**src/pms_pkg.sv**
```systemverilog
// Package for the power, reset and low-power mode sequencer.
// Assumes a single 125 MHz core clock and synchronous inputs.
package pms_pkg;

	// ----------------------------------------------------------------
	// Timing
	// ----------------------------------------------------------------
	localparam int unsigned PMS_CLK_HZ = 125_000_000;
	localparam int unsigned PMS_WDT_IRQ_S = 2;
	localparam int unsigned PMS_WDT_RST_S = 4;
	localparam int unsigned PMS_WDT_IRQ_CYC = PMS_WDT_IRQ_S * PMS_CLK_HZ;
	localparam int unsigned PMS_WDT_RST_CYC = PMS_WDT_RST_S * PMS_CLK_HZ;

	// ----------------------------------------------------------------
	// Types
	// ----------------------------------------------------------------
	typedef enum logic [3:0] {
		PMS_SEQ_OFF = 4'h1,
		PMS_SEQ_BUCK = 4'h2,
		PMS_SEQ_LDO = 4'h4,
		PMS_SEQ_RUN = 4'h8
	} pms_seq_t;

	typedef enum logic [5:0] {
		PMS_MODE_ACTIVE = 6'h01,
		PMS_MODE_IDLE = 6'h02,
		PMS_MODE_SLEEP = 6'h04,
		PMS_MODE_PWR_DOWN = 6'h08,
		PMS_MODE_EXT_DOWN = 6'h10,
		PMS_MODE_SHUT = 6'h20
	} pms_mode_t;

	localparam logic [1:0] PMS_CAUSE_NONE = 2'h0;
	localparam logic [1:0] PMS_CAUSE_TIMER = 2'h1;
	localparam logic [1:0] PMS_CAUSE_GPIO = 2'h2;

	typedef struct packed {
		pms_seq_t seq;
		pms_mode_t mode;
		logic [31:0] wdt_cnt;
		logic wdt_irq;
		logic [31:0] wake_cnt;
		logic [31:0] period;
		logic timed;
		logic woke_shut;
		logic [1:0] cause;
		logic dbg_en;
		logic locked;
	} pms_state_t;

	localparam pms_state_t PMS_STATE_RST = '{
		seq: PMS_SEQ_OFF, mode: PMS_MODE_ACTIVE, wdt_cnt: 32'h0, wdt_irq: 1'b0,
		wake_cnt: 32'h0, period: 32'h0, timed: 1'b0, woke_shut: 1'b0,
		cause: PMS_CAUSE_NONE, dbg_en: 1'b0, locked: 1'b0
	};

endpackage : pms_pkg

```
**src/pms_sequencer.sv**
```systemverilog
// Power-on sequencing, low-power mode control, watchdog and debug lockout.
// Assumes all inputs are synchronous to clk; the low-power oscillator is
// seen as a one-cycle tick pulse, and regulator readiness as levels.
//
// Notes on behaviour
// - Buck regulator enabled before the LDOs.
// - Core reset held until LDOs report stable.
// - External reset honoured at any time.
// - Active mode: processor runs, all peripherals clocked.
// - Idle mode: processor halted, system keeps running.
// - Sleep: only slow oscillator runs; timer/GPIO wake.
// - Sleep: processor waits, bus clock stopped, gating.
// - Sleep keeps state and SRAM at lowered voltage.
// - Power-down sleep: radio off, RAM/registers kept.
// - Extended power-down: only RAM and control powered.
// - Deep shutdown: only GPIO domain alive.
// - Event-only shutdown wake keeps all clocks off.
// - Shutdown wake reinitialises but keeps wake status.
// - Watchdog interrupt after two seconds unserviced.
// - Watchdog resets whole device after four seconds.
// - Low-power reference accepts 32 kHz class clocks.
// - Mode changes only on firmware request, wake event or reset.
// - Debug memory access disabled at power-up.
// - Lockout keeps debug off, rejects raw reads.
// - Power-on reset sets every circuit known.
// - Brownout forces device back to the power-on reset state.
`timescale 1ns/1ns
module pms_sequencer #(
	parameter int unsigned WDT_IRQ_CYC = pms_pkg::PMS_WDT_IRQ_CYC,
	parameter int unsigned WDT_RST_CYC = pms_pkg::PMS_WDT_RST_CYC
) (
	input wire logic clk,
	input wire logic rst_n,
	input wire logic supply_ok,
	input wire logic external_reset_n,
	input wire logic buck_ok,
	input wire logic ldo_ok,
	input wire logic osc_tick,
	input wire logic gpio_wake,
	input wire logic mode_req_valid,
	input wire pms_pkg::pms_mode_t mode_req,
	input wire logic mode_req_timed,
	input wire logic [31:0] wake_period,
	input wire logic wdt_service,
	input wire logic lockout_valid,
	input wire logic lockout_found,
	input wire logic dbg_unlock_req,
	output logic buck_en,
	output logic rf_ldo_en,
	output logic dig_ldo_en,
	output logic core_reset_n,
	output logic cpu_run,
	output logic cpu_wait_for_interrupt_state,
	output logic core_bus_clk_en,
	output logic periph_clk_en,
	output logic low_power_oscillator_en,
	output logic regulator_low_v,
	output logic radio_pwr_en,
	output logic core_pwr_en,
	output logic core_ret_en,
	output logic ram_pwr_en,
	output logic wake_req,
	output logic wdt_irq,
	output pms_pkg::pms_mode_t power_mode,
	output logic woke_from_shutdown,
	output logic [1:0] wake_cause,
	output logic dbg_mem_access_en,
	output logic raw_read_allow
);
	import pms_pkg::*;

	// ----------------------------------------------------------------
	// Reset synchroniser
	// ----------------------------------------------------------------
	// Release is synchronised so that no flop leaves reset on a different edge.
	logic [1:0] rst_sync_q;
	logic rst_q;
	always_ff @(posedge clk or negedge rst_n) begin
		if (!rst_n) begin
			rst_sync_q <= 2'b00;
		end else begin
			rst_sync_q <= {rst_sync_q[0], 1'b1};
		end
	end
	assign rst_q = rst_sync_q[1];

	// ----------------------------------------------------------------
	// State
	// ----------------------------------------------------------------
	pms_state_t s_q;
	pms_state_t s_d;
	logic low_pwr;
	logic osc_on;
	logic expire;
	logic wake_ev;

	// Low-power modes leave only by a wake event or a reset, never by firmware.
	assign low_pwr = (s_q.mode == PMS_MODE_SLEEP) || (s_q.mode == PMS_MODE_PWR_DOWN) ||
		(s_q.mode == PMS_MODE_EXT_DOWN) || (s_q.mode == PMS_MODE_SHUT);
	// Untimed shutdown keeps every clock source off to save oscillator power.
	assign osc_on = !((s_q.mode == PMS_MODE_SHUT) && !s_q.timed);
	// A zero period disables the timer so a pure event wake never fires early.
	assign expire = low_pwr && osc_on && (s_q.period != 32'h0) &&
		(s_q.wake_cnt >= s_q.period);
	assign wake_ev = low_pwr && (gpio_wake || expire);

	// Next-state logic for sequencing, modes, watchdog, wake timer and lockout.
	always_comb begin
		s_d = s_q;
		case (s_q.seq)
			PMS_SEQ_OFF: begin
				if (supply_ok && s_q.mode != PMS_MODE_SHUT) begin
					s_d.seq = PMS_SEQ_BUCK;
				end
			end
			PMS_SEQ_BUCK: begin
				if (buck_ok) begin
					s_d.seq = PMS_SEQ_LDO;
				end
			end
			PMS_SEQ_LDO: begin
				if (ldo_ok) begin
					s_d.seq = PMS_SEQ_RUN;
				end
			end
			PMS_SEQ_RUN: begin
				// Firmware requests change mode only from active or idle.
				if (mode_req_valid && !low_pwr) begin
					s_d.mode = mode_req;
					s_d.timed = mode_req_timed;
					s_d.period = wake_period;
					s_d.wake_cnt = 32'h0;
					if (mode_req == PMS_MODE_SHUT) begin
						s_d.seq = PMS_SEQ_OFF;
					end
				end
				if (s_q.mode == PMS_MODE_ACTIVE || s_q.mode == PMS_MODE_IDLE) begin
					if (wdt_service) begin
						s_d.wdt_cnt = 32'h0;
						s_d.wdt_irq = 1'b0;
					end else begin
						s_d.wdt_cnt = s_q.wdt_cnt + 32'h1;
						if (s_q.wdt_cnt + 32'h1 >= WDT_IRQ_CYC) begin
							s_d.wdt_irq = 1'b1;
						end
					end
				end
				if (lockout_valid && lockout_found) begin
					s_d.locked = 1'b1;
					s_d.dbg_en = 1'b0;
				end else if (dbg_unlock_req && !s_q.locked) begin
					s_d.dbg_en = 1'b1;
				end
			end
			default: begin
				s_d = PMS_STATE_RST;
			end
		endcase
		// Timer counts oscillator ticks only while the oscillator is powered.
		if (low_pwr && osc_on && osc_tick && !expire) begin
			s_d.wake_cnt = s_q.wake_cnt + 32'h1;
		end
		if (wake_ev) begin
			s_d.mode = PMS_MODE_ACTIVE;
			s_d.wake_cnt = 32'h0;
			s_d.cause = gpio_wake ? PMS_CAUSE_GPIO : PMS_CAUSE_TIMER;
			if (s_q.mode == PMS_MODE_SHUT) begin
				// Full reinitialisation, but the wake record survives.
				s_d = PMS_STATE_RST;
				s_d.seq = PMS_SEQ_BUCK;
				s_d.woke_shut = 1'b1;
				s_d.cause = gpio_wake ? PMS_CAUSE_GPIO : PMS_CAUSE_TIMER;
			end
		end
		// Watchdog escalation, brownout and external reset all restart from scratch.
		if (s_q.wdt_cnt >= WDT_RST_CYC - 32'h1) begin
			s_d = PMS_STATE_RST;
		end
		if (!supply_ok) begin
			s_d = PMS_STATE_RST;
		end
		if (!external_reset_n) begin
			s_d = PMS_STATE_RST;
		end
	end

	// State register; asynchronous reset loads the power-on state.
	always_ff @(posedge clk or negedge rst_q) begin
		if (!rst_q) begin
			s_q <= PMS_STATE_RST;
		end else begin
			s_q <= s_d;
		end
	end

	// ----------------------------------------------------------------
	// Outputs
	// ----------------------------------------------------------------
	// Power, clock and retention controls decoded from sequence and mode.
	logic run;
	logic act;
	assign run = (s_q.seq == PMS_SEQ_RUN);
	assign act = run && (s_q.mode == PMS_MODE_ACTIVE || s_q.mode == PMS_MODE_IDLE);
	assign buck_en = (s_q.seq != PMS_SEQ_OFF);
	assign rf_ldo_en = (s_q.seq == PMS_SEQ_LDO) || run;
	assign dig_ldo_en = (s_q.seq == PMS_SEQ_LDO) || run;
	assign core_reset_n = run;
	assign cpu_run = run && (s_q.mode == PMS_MODE_ACTIVE);
	assign cpu_wait_for_interrupt_state = run && (s_q.mode == PMS_MODE_SLEEP);
	assign core_bus_clk_en = act;
	assign periph_clk_en = act;
	// The oscillator accepts any 32 kHz class source; it is only enabled here.
	assign low_power_oscillator_en = osc_on;
	assign regulator_low_v = run && (s_q.mode == PMS_MODE_SLEEP);
	assign radio_pwr_en = act || (run && s_q.mode == PMS_MODE_SLEEP);
	assign core_pwr_en = radio_pwr_en;
	assign core_ret_en = run && (s_q.mode == PMS_MODE_PWR_DOWN);
	assign ram_pwr_en = (s_q.mode != PMS_MODE_SHUT);
	assign wake_req = wake_ev;
	assign wdt_irq = s_q.wdt_irq;
	assign power_mode = s_q.mode;
	assign woke_from_shutdown = s_q.woke_shut;
	assign wake_cause = s_q.cause;
	assign dbg_mem_access_en = s_q.dbg_en;
	assign raw_read_allow = !s_q.locked;

	// ----------------------------------------------------------------
	// Checks
	// ----------------------------------------------------------------
	chk_ldo_after_buck: assert property (@(posedge clk) disable iff (!rst_q)
		$rose(rf_ldo_en) |-> $past(buck_en) && $past(buck_ok))
		else $error("LDO enabled before buck was up.");
	chk_core_rst_hold: assert property (@(posedge clk) disable iff (!rst_q)
		$rose(core_reset_n) |-> $past(ldo_ok) && $past(dig_ldo_en))
		else $error("Core reset released before LDOs stable.");
	chk_ext_reset: assert property (@(posedge clk) disable iff (!rst_q)
		!external_reset_n |=> !buck_en && !core_reset_n && !dbg_mem_access_en)
		else $error("External reset not honoured.");
	chk_sleep_clocks: assert property (@(posedge clk) disable iff (!rst_q)
		cpu_wait_for_interrupt_state |-> !core_bus_clk_en && !periph_clk_en && regulator_low_v)
		else $error("Sleep left clocks running.");
	chk_shut_clocks: assert property (@(posedge clk) disable iff (!rst_q)
		(power_mode == PMS_MODE_SHUT) && !s_q.timed |-> !low_power_oscillator_en && !buck_en)
		else $error("Event-only shutdown left a clock on.");
	chk_shut_wake: assert property (@(posedge clk) disable iff (!rst_q)
		(power_mode == PMS_MODE_SHUT) && gpio_wake && supply_ok && external_reset_n
		|=> woke_from_shutdown && wake_cause == PMS_CAUSE_GPIO && buck_en && !core_reset_n)
		else $error("Shutdown wake record missing.");
	chk_wdt_irq_time: assert property (@(posedge clk) disable iff (!rst_q)
		$rose(wdt_irq) |-> s_q.wdt_cnt == WDT_IRQ_CYC)
		else $error("Watchdog interrupt at wrong count.");
	chk_wdt_bound: assert property (@(posedge clk) disable iff (!rst_q)
		s_q.wdt_cnt < WDT_RST_CYC)
		else $error("Watchdog passed its reset count.");
	chk_wdt_service: assert property (@(posedge clk) disable iff (!rst_q)
		wdt_service && act && external_reset_n && supply_ok |=> s_q.wdt_cnt == 32'h0 && !wdt_irq)
		else $error("Watchdog service did not restart count.");
	chk_brownout: assert property (@(posedge clk) disable iff (!rst_q)
		!supply_ok |=> !buck_en && !rf_ldo_en)
		else $error("Brownout did not shut down.");
	chk_lockout: assert property (@(posedge clk) disable iff (!rst_q)
		!raw_read_allow |-> !dbg_mem_access_en ##1 !dbg_mem_access_en)
		else $error("Debug enabled while locked.");
	chk_mode_hold: assert property (@(posedge clk) disable iff (!rst_q)
		!mode_req_valid && !wake_ev && external_reset_n && supply_ok && run
		&& s_q.wdt_cnt < WDT_RST_CYC - 32'h1 |=> $stable(power_mode))
		else $error("Mode changed without a request.");

endmodule : pms_sequencer

```
**config.mk**
```make
export PLATFORM = sky130hd
export DESIGN_NAME = pms_sequencer
export DESIGN_NICKNAME = d
export VERILOG_FILES = /design/src/pms_pkg.sv /design/src/pms_sequencer.sv
export SDC_FILE = /design/constraint.sdc
export NUM_CORES = 1
export LEC_CHECK = 0
export BUFFER_PORTS_ARGS = -buffer_cell sky130_fd_sc_hd__buf_2
export CAP_MARGIN = 10
export CORE_MARGIN = 8
export CORE_UTILIZATION = 58
export DETAILED_ROUTE_END_ITERATION = 8
export PLACE_DENSITY = 0.77
export SLEW_MARGIN = 5
export SYNTH_ARGS = -nofsm -noshare
export SYNTH_HDL_FRONTEND = slang
export SYNTH_SLANG_ARGS = --single-unit
```
**constraint.sdc**
```tcl
create_clock -name clk -period 4.8 [get_ports clk]
set_clock_uncertainty 0.05 [all_clocks]
set_input_delay 0.48 -clock clk [delete_from_list [all_inputs] [get_ports clk]]
set_output_delay 0.48 -clock clk [all_outputs]
set_load 0.05 [all_outputs]
```
==> Yosys cells after proc, flatten, opt, wreduce, memory -nomap -nowiden <==
Index checks and enable logic that the tools add are counted.
{ "classes": {"n_reduce_logical": 32, "n_lt_le_gt_ge": 3, "addsub": 2, "eq_ne": 18, "muxes": 23} }
{ "op_table": {"columns": ["cell", "count"], "rows": [
  ["113-bit two-way mux", 5],
  ["104-bit one-hot mux with 2 select lines", 1],
  ["33-bit two-way mux", 2],
  ["65-bit two-way mux", 1],
  ["32-bit by 1-bit adder with 32-bit output (second input constant)", 2],
  ["32-bit by 28-bit >= comparator with 1-bit output (second input constant)", 1],
  ["32-bit by 29-bit >= comparator with 1-bit output (second input constant)", 1],
  ["32-bit >= comparator", 1],
  ["32-bit two-way mux", 1],
  ["32-bit nonzero test", 1],
  ["4-bit two-way mux", 4],
  ["4-bit one-hot mux with 4 select lines", 1],
  ["1-bit logical AND", 15],
  ["6-bit equality test (second input constant)", 2],
  ["10-bit two-way mux", 1],
  ["5-bit by 3-bit != test with 1-bit output (second input constant)", 2],
  ["1-bit logical OR", 7],
  ["7-bit by 4-bit != test with 1-bit output (second input constant)", 1],
  ["6-bit by 1-bit equality test with 1-bit output (second input constant)", 1],
  ["6-bit by 2-bit equality test with 1-bit output (second input constant)", 1],
  ["6-bit by 3-bit equality test with 1-bit output (second input constant)", 1],
  ["6-bit by 4-bit equality test with 1-bit output (second input constant)", 1],
  ["6-bit by 5-bit equality test with 1-bit output (second input constant)", 1],
  ["6-bit by 3-bit != test with 1-bit output (second input constant)", 1],
  ["15 further kinds", 23]
]} }
{ "word_totals": {"input_bits": 52, "output_inout_bits": 27, "ff_bits": 115} }

==> Longest topological paths before layout <==
Gate-level depths: netlist (run 1).
{ "logic_depth": {"word_depth": 14, "mapped_depth": 12, "ltp_nobuf": 10} }

==> Worst setup path after synthesis (run 1) <==
OpenSTA, ideal clock, no wires.
{ "synth_timing": {"path_type": "reg-to-output", "startpoint": "register s_q[109] (netlist name)", "endpoint": "output port radio_pwr_en", "slack_ns": 0.825, "t_arrival_ns": 3.445, "path_buffers": 3, "required_time_ns": 4.270, "path_stages_with_launch": 10, "path_cell_list": "dfstp_2 > clkbuf_1 > nor2_1 > nand3_1 > inv_1 > buf_2 > nand3_1 > nor3b_1 > or2_2 > buf_4"} }
{ "synth_between": {"elab_chain_cells": 3} }
{ "synth_lines": {"columns": ["item", "line", "source"], "rows": [
  ["start: declaration", "pms_sequencer.sv:90", "pms_state_t s_q;"],
  ["start signal: assignment", "pms_sequencer.sv:190", "s_q <= PMS_STATE_RST;"],
  ["start signal: assignment", "pms_sequencer.sv:192", "s_q <= s_d;"],
  ["4-bit equality test", "pms_sequencer.sv:202", "assign run = (s_q.seq == PMS_SEQ_RUN);"],
  ["named net core_reset_n", "pms_sequencer.sv:51", "output logic core_reset_n,"],
  ["1-bit logical AND", null, null],
  ["named net cpu_wait_for_interrupt_state", "pms_sequencer.sv:53", "output logic cpu_wait_for_interrupt_state,"],
  ["1-bit logical OR", "pms_sequencer.sv:215", "assign radio_pwr_en = act || (run && s_q.mode == PMS_MODE_SLEEP);"],
  ["end: declaration", "pms_sequencer.sv:58", "output logic radio_pwr_en,"]
]} }
The timed path passes the listed nets, and every way through them passes these cells.

==> Worst setup path after layout (run 1) <==
{ "layout_timing": {"startpoint": "register s_q[71] (netlist name)", "endpoint": "register s_q[65] (netlist name)"} }
{ "layout_between": {"elab_chain_cells": 4} }
{ "layout_lines": {"columns": ["item", "line", "source"], "rows": [
  ["32-bit by 29-bit >= comparator with 1-bit output *", "pms_sequencer.sv:176", "if (s_q.wdt_cnt >= WDT_RST_CYC - 32'h1) begin"],
  ["113-bit two-way mux", "pms_sequencer.sv:176", null],
  ["113-bit two-way mux", "pms_sequencer.sv:179", "if (!supply_ok) begin"],
  ["113-bit two-way mux", "pms_sequencer.sv:182", "if (!external_reset_n) begin"]
]} }
Every way passes the cells marked *; elsewhere a longest branch is shown, timed or not.
A chain may end at the register's enable or synchronous reset.

==> results of run 1 <==
==> cell families after synthesis <==
| logic type | after synthesis | synth area share (%) |
|---|---|---|
| AO/OA/AOI/OAI | 240 | 21.4 |
| other | 2 | 0.101 |
| buffers and inverters | 118 | 7.30 |
| flip-flops | 115 | 38.8 |
| XOR/XNOR | 15 | 1.77 |
| AND/OR/NAND/NOR | 359 | 24.8 |
| adder cells (fa/ha/maj) | 35 | 5.90 |
==> cell usage after synthesis (5+ instances only) <==
cell / instances / area, um2
buf_2: 15 / 75.1
a21o_1: 8 / 60.1
nand4_1: 18 / 113
or3_1: 12 / 75.1
nor2_1: 95 / 357
dfrtp_1: 113 / 2830
nor4_1: 17 / 106
a22o_1: 6 / 52.6
xor2_1: 7 / 61.3
a22oi_1: 38 / 285
buf_4: 19 / 143
or4_1: 5 / 37.5
xnor2_1: 8 / 70.1
a21oi_1: 64 / 320
ha_1: 35 / 438
and4_1: 6 / 52.6
inv_1: 56 / 210
o21ai_0: 52 / 260
nand2_1: 68 / 255
a311oi_1: 5 / 43.8
nand3_1: 43 / 215
a31oi_1: 11 / 68.8
clkbuf_1: 25 / 93.8
and3_1: 26 / 163
nor3_1: 34 / 170
==> power by group <==
group / leakage [nW] / switching (W) / internal [W]
sequential: 1.59 / 0.0000139 / 0.000973
combinational: 1.58 / 0.0000327 / 0.0000229
clock: 0.279 / 0.000448 / 0.000787
==> flip-flops by register name (all words and copies together) (netlist names) <==
signal and cells:
wake_cause 2, rst_sync_q 2, s_q 102, woke_from_shutdown 1
dbg_mem_access_en 1, wdt_irq 1, power_mode 6
==> worst max-delay path, delay by kind of cell (launching register included) <==
| kind | cells | cell delay [ns] |
|---|---|---|
| AOI/OAI and AO/OA | 3 | 0.92 |
| adders and majority gates | 1 | 0.27 |
| DFF | 1 | 0.46 |
| and+or+nand+nor | 5 | 1.65 |
==> layout by cell type, fill, tap and decap left out, types with 6 or more instances in the layout <==
master	instances
a21oi_1	64
or3_1	12
nand4_1	18
a22o_1	6
nor3_1	34
nor2_1	94
ha_1	35
a31oi_1	11
xor2_1	7
and4_1	6
xnor2_1	8
clkbuf_16	17
a21o_1	8
nand2_1	67
and3_1	26
buf_2	78
nor4_1	17
buf_4	12
a22oi_1	38
inv_1	56
nand3_1	43
o21ai_0	52
dfrtp_1	112
clkbuf_8	6
==> routing by layer <==
layer	global-route usage [%]	vias to the layer above
li1	-	3300
met1	31.2	3296
met2	39.5	292
met3	6.90	49
met4	10.2	0
met5	0	-
==> timing repair <==
action	in CTS	in global routing
hold buffers	1	0
endpoints found under the hold margin	2	0
gates resized for setup	0	0
buffers inserted	0	0
==> through the flow <==
stage	util (%)	setup WS, ns	area [um2]	power, W	hold slack [ns]
4_1_cts	66.8	1.32	8400	0.00229	0.236
2_1_floorplan	-	0.825	7430	0.00102	0.134
3_5_place_dp	62.1	1.34	7810	0.00106	0.219
3_3_place_gp	62.1	1.41	7810	0.00106	0.217
6_report	66.8	1.27	8400	0.00228	0.244
5_1_grt	66.8	0.897	8400	0.00234	0.239
==> worst min-delay path by stage <==
stage | end | slack (ns)
6_report | power_mode[1] | 0.24
5_1_grt | power_mode[2] | 0.24
4_1_cts | power_mode[1] | 0.24
3_5_place_dp | rst_sync_q[0] | 0.22
3_3_place_gp | rst_sync_q[0] | 0.22
2_1_floorplan | rst_sync_q[0] | 0.13
==> area by class of cell <==
cell class | instances | share of cell area (%)
clock buffers | 23 | 6.05
clock inverters | 8 | 0.894
inverters | 56 | 2.50
multi-input cells | 653 | 47.8
flip-flops and latches | 115 | 34.3
well taps | 172 | 2.56
repair buffers | 91 | 5.84
==> impl_metrics.py, run 1 <==
metrics = {
    "outcome": {
        "run_status": "finished clean",
    },
    "sta": {
        "timing.fmax_mhz": 284,
        "tightestPinTransition_ns": 0.999,
        "setup_viol": 0,
        "rsz0062_at_grt": "false",
        "finalHoldViolCount": 0,
        "slew_headroom_pct": 33.4,
        "fin_crit_sh_pct": 73.5,
        "fin_crit_ns": 3.53,
        "fin_setup_tns_ns": 0,
        "final-max-slew-violation-count": 0,
    },
    "critical_path": {
        "worst_path_most_repeated_cell": "nor2_1",
        "reg2reg_setup_slack_ns": 1.27,
        "reg2reg_depth": 9,
        "cp_slowest_cell": "nor2_1",
        "critPathLaunchType": "flip-flop",
        "criticalPathCategory": "flip-flop to flip-flop",
        "arrival_ns": 3.75,
        "crit_chain": "ha_1 > nand3_2 > o21ai_0 > a2111oi_0 > o41a_2 > nand2_1 > nor2_4 > nor2_1 > nor2_1",
        "cp_max_fo": 19,
        "cp-startpoint": "s_q[71]",
        "cp-endpoint": "s_q[65]",
        "crit_path_end_kind": "flip-flop",
        "reg2reg_from": "s_q[71]",
        "timing.rr.end": "s_q[65]",
        "crit_required_ns": 5.02,
        "slowest_delay_ns": 0.69,
    },
    "power": {
        "p_leak_nw": 3.45,
        "power_density_nw_per_um2": 271,
        "irDropWorstVdd_mv": 0.280,
    },
    "floorplan": {
        "rows": 41,
        "core_area_um2": 12600,
        "start_util_pct": 59.1,
        "boundaryPins": 79,
        "die_y_um": 129,
        "dieWidth_um": 129,
        "fp.dieArea_um2": 16700,
    },
    "logic_synthesis": {
        "avgSynthCellArea_um2": 8.40,
        "syn_area_um2": 7430,
        "async_reset_ff_share_pct": 100,
        "ys_seq_elements": 115,
        "ys_seq_area_share_pct": 38.8,
        "synth_edf_count": 0,
        "syn_inst": 884,
        "synth_ff_type": "dfrtp_1",
        "synth.distinct_cells": 74,
        "yosysWarnings": 0,
    },
    "route": {
        "vias": 6937,
        "first_iter_violations": 713,
        "top_layer_used": "met4",
        "wl_mm": 19.8,
        "drc": 0,
        "drt_pass1_iterations": 6,
        "vias_per_cell": 6.20,
        "met2WireLength_mm": 9.37,
        "drt-met1-wl_mm": 8.51,
        "ant_nets": 0,
        "wl_met3_mm": 1.39,
        "wl_per_cell_um": 17.7,
    },
    "clock_network": {
        "h-tree-depth": 4,
        "clock-sinks": 115,
        "clk_latency_ns": 0.42,
        "clk_pin_slew_ns": 0.05,
        "root_buffer": "clkbuf_16",
        "cts_made_buffers": 17,
        "cts_tree": "built",
        "clockBufferDepth": 2,
    },
    "placed_design": {
        "io_buffers": 78,
        "gp_congestion": 0.895,
        "place.detailed.hpwl_mm": 13.8,
        "dpl.cell_count": 1086,
    },
    "final_layout": {
        "antenna_cells": 0,
        "multi_input_area_um2": 4020,
        "finalNonFillerCells": 1118,
        "final-seq-area_um2": 2880,
        "fill_cells": 1053,
        "syn2layout_area_growth_pct": 13.1,
        "nNetsFinal": 1021,
        "final_layout_size_suffix_gt1_share_pct": 16.0,
    },
    "global_routing": {
        "grt.total_usage_pct": 24.8,
        "grt_pass1_wl_mm": 33.1,
        "grt_pass1_vias": 6724,
        "grt_max_degree": 76,
        "overflow": 0,
        "antenna_found_initial": 0,
    },
    "worst_hold_path": {
        "holdPathStages": 2,
        "min_from": "mode_req[1]",
        "hold_class": "input port to flip-flop",
    },
    "flow_run": {
        "maxCapViolCount": 0,
    },
}
(Power assumes the default switching activity.)
==> inputs of run 2 (changes only) <==
CORE_UTILIZATION = 54   (was 58)
PLACE_DENSITY = 0.75   (was 0.77)
clock period = 2.88 ns   (was 4.8 ns; I/O delays follow)
==> impl_metrics.py, run 2 (same netlist as run 1, synthesis figures left out) <==
metrics = {
    "sta": {
        "finalHoldViolCount": 0,
        "fin_crit_ns": 2.97,
        "timing.fmax_mhz": 337,
        "slew_headroom_pct": 49.7,
        "setup_viol": 11,
        "tightestPinTransition_ns": 0.754,
        "fin_crit_sh_pct": 103,
        "timing.final.ws_setup_ns": -0.0862,
        "final-max-slew-violation-count": 0,
        "rsz0062_at_grt": "true",
        "fin_setup_tns_ns": -0.234,
    },
    "clock_network": {
        "clk_pin_slew_ns": 0.05,
        "clock-sinks": 115,
        "h-tree-depth": 4,
        "cts_made_buffers": 17,
        "clk_latency_ns": 0.42,
        "clockBufferDepth": 2,
        "root_buffer": "clkbuf_16",
        "cts_tree": "built",
    },
    "power": {
        "power_density_nw_per_um2": 424,
        "p_sw_share_pct": 21.4,
        "irDropWorstVdd_mv": 0.404,
        "p_sw_w": 0.000842,
        "p_leak_nw": 3.91,
        "clkPwrFrac_pct": 55.5,
        "p_int_w": 0.00309,
        "combinationalPowerShare_pct": 2.9,
        "power_frac_seq_pct": 41.7,
    },
    "global_routing": {
        "grt.total_usage_pct": 24.9,
        "grt_pass1_vias": 7266,
        "grt_max_degree": 54,
        "overflow": 0,
        "antenna_found_initial": 0,
        "grt_pass1_wl_mm": 36.2,
    },
    "flow_run": {
        "maxCapViolCount": 0,
    },
    "critical_path": {
        "crit_path_end_kind": "output pin",
        "reg2reg_from": "power_mode[2]",
        "cp-startpoint": "power_mode[2]",
        "reg2reg_setup_slack_ns": -0.04,
        "reg2reg_depth": 10,
        "cp-endpoint": "wake_req",
        "crit_chain": "nor4b_4 > a221o_1 > o211ai_2 > a31o_2 > o211ai_4 > nand2_2 > inv_2 > buf_8",
        "timing.rr.end": "s_q[43]",
        "criticalPathCategory": "flip-flop to output pin",
        "slowest_delay_ns": 0.50,
        "crit_required_ns": 2.54,
        "cp_slowest_cell": "dfrtp_1",
        "arrival_ns": 2.63,
        "critPathLaunchType": "flip-flop",
        "cp_max_fo": 8,
    },
    "floorplan": {
        "core_area_um2": 13700,
        "rows": 43,
        "boundaryPins": 79,
        "start_util_pct": 54.3,
        "fp.dieArea_um2": 17800,
        "die_y_um": 133,
        "dieWidth_um": 133,
    },
    "final_layout": {
        "antenna_cells": 0,
        "nNetsFinal": 1093,
        "mostFrequentLayoutCells": "111 x dfrtp_1, 94 x nor2_1, 77 x buf_2, 73 x buf_4, 66 x nand2_1",
        "syn2layout_area_growth_pct": 25.0,
        "largest-register": "s_q",
        "final_core_util_pct": 67.9,
        "final-seq-area_um2": 2890,
        "fill_cells": 1082,
        "finalNonFillerCells": 1199,
        "multi_input_area_um2": 4220,
        "finish.instance_area_um2": 9280,
        "mostFrequentLayoutCell": "dfrtp_1",
        "final_layout_size_suffix_gt1_share_pct": 23.9,
        "largest_reg_flops": 102,
    },
    "route": {
        "vias": 7444,
        "wl_per_cell_um": 19.1,
        "drc": 0,
        "vias_per_cell": 6.21,
        "ant_nets": 0,
        "drt_pass1_iterations": 5,
        "wl_mm": 22.9,
        "first_iter_violations": 839,
    },
    "placed_design": {
        "gp_congestion": 0.932,
        "post-place-ws_ns": -0.204,
        "io_buffers": 78,
        "dpl_cell_area_um2": 8300,
        "place.detailed.hpwl_mm": 15.4,
        "dpl.cell_count": 1152,
    },
    "outcome": {
        "run_status": "finished with violations",
        "violations": "negative setup slack",
    },
    "worst_hold_path": {
        "hold_class": "input port to flip-flop",
    },
}
[run 2: changes by cell type in the layout (fill, tap and decap cells not counted), sizes merged]
cell,before,now
clkbuf,23,24
buf,90,161
bufinv,1,3
clkinvlp,4,3
[run 2: critical path, delay by kind of cell, from the launching register on]
kind	cells	cell delay (ns)
AO/OA/AOI/OAI	4	0.93
AND/OR/NAND/NOR	2	0.55
flip-flops	1	0.50
buffers and inverters	2	0.22
[run 2: metal layers]
layer | part of all wire (%) | GRT usage (%) | vias to the layer above
met2 | 51 | 42.1 | 359
met4 | 3.8 | 12.6 | 0
li1 | - | - | 3459
met3 | 6.5 | 5.23 | 70
met1 | 39 | 29.4 | 3556
met5 | 0 | 0 | -
[run 2: per-stage QoR]
stage,power (W),hold slack [ns]
global route,0.00404,0.0500
CTS,0.00395,0.0455
global placement,0.00177,0.0244
detailed placement,0.00177,0.0263
floorplan,0.00171,-0.0576
finish,0.00393,0.0663
[run 2: what timing repair did]
| item | in CTS | in global routing |
|---|---|---|
| pin swaps | 9 | 4 |
| cloned | 0 | 1 |
| setup buffers | 7 | 6 |
| gates resized for setup | 18 | 24 |
| endpoints found under the setup margin | 106 | 97 |
| hold endpoints to repair | 2 | 0 |
| hold buffers | 1 | 0 |
[run 2: how the worst min path moves through the flow]
stage | from | end | slack, ns | cells past startpoint
global placement | rst_n | rst_sync_q[0] | 0.02 | 1
finish | mode_req[5] | power_mode[5] | 0.07 | 2
detailed placement | rst_n | rst_sync_q[0] | 0.03 | 1
floorplan | rst_n | rst_sync_q[0] | -0.06 | 0
global route | mode_req[5] | power_mode[5] | 0.05 | 2
CTS | mode_req[5] | power_mode[5] | 0.05 | 2
[run 2: power by group through the flow]
stage / Sequential, W / Combinational [W] / Clock (W)
4_1_cts: 0.00164 / 0.000108 / 0.00220
5_1_grt: 0.00164 / 0.000121 / 0.00228
6_report: 0.00164 / 0.000112 / 0.00218
3_5_place_dp: 0.00167 / 0.000105 / 0
2_1_floorplan: 0.00167 / 0.0000322 / 0
3_3_place_gp: 0.00167 / 0.000104 / 0
[run 2: final cells by class]
class / count / area share (%)
multi-input combinational: 653 / 45.5
sequential: 115 / 31.1
timing repair buffer: 163 / 12.2
clock buffer: 23 / 5.15
tap: 180 / 2.43
inverter: 56 / 2.27
clock inverter: 9 / 1.38
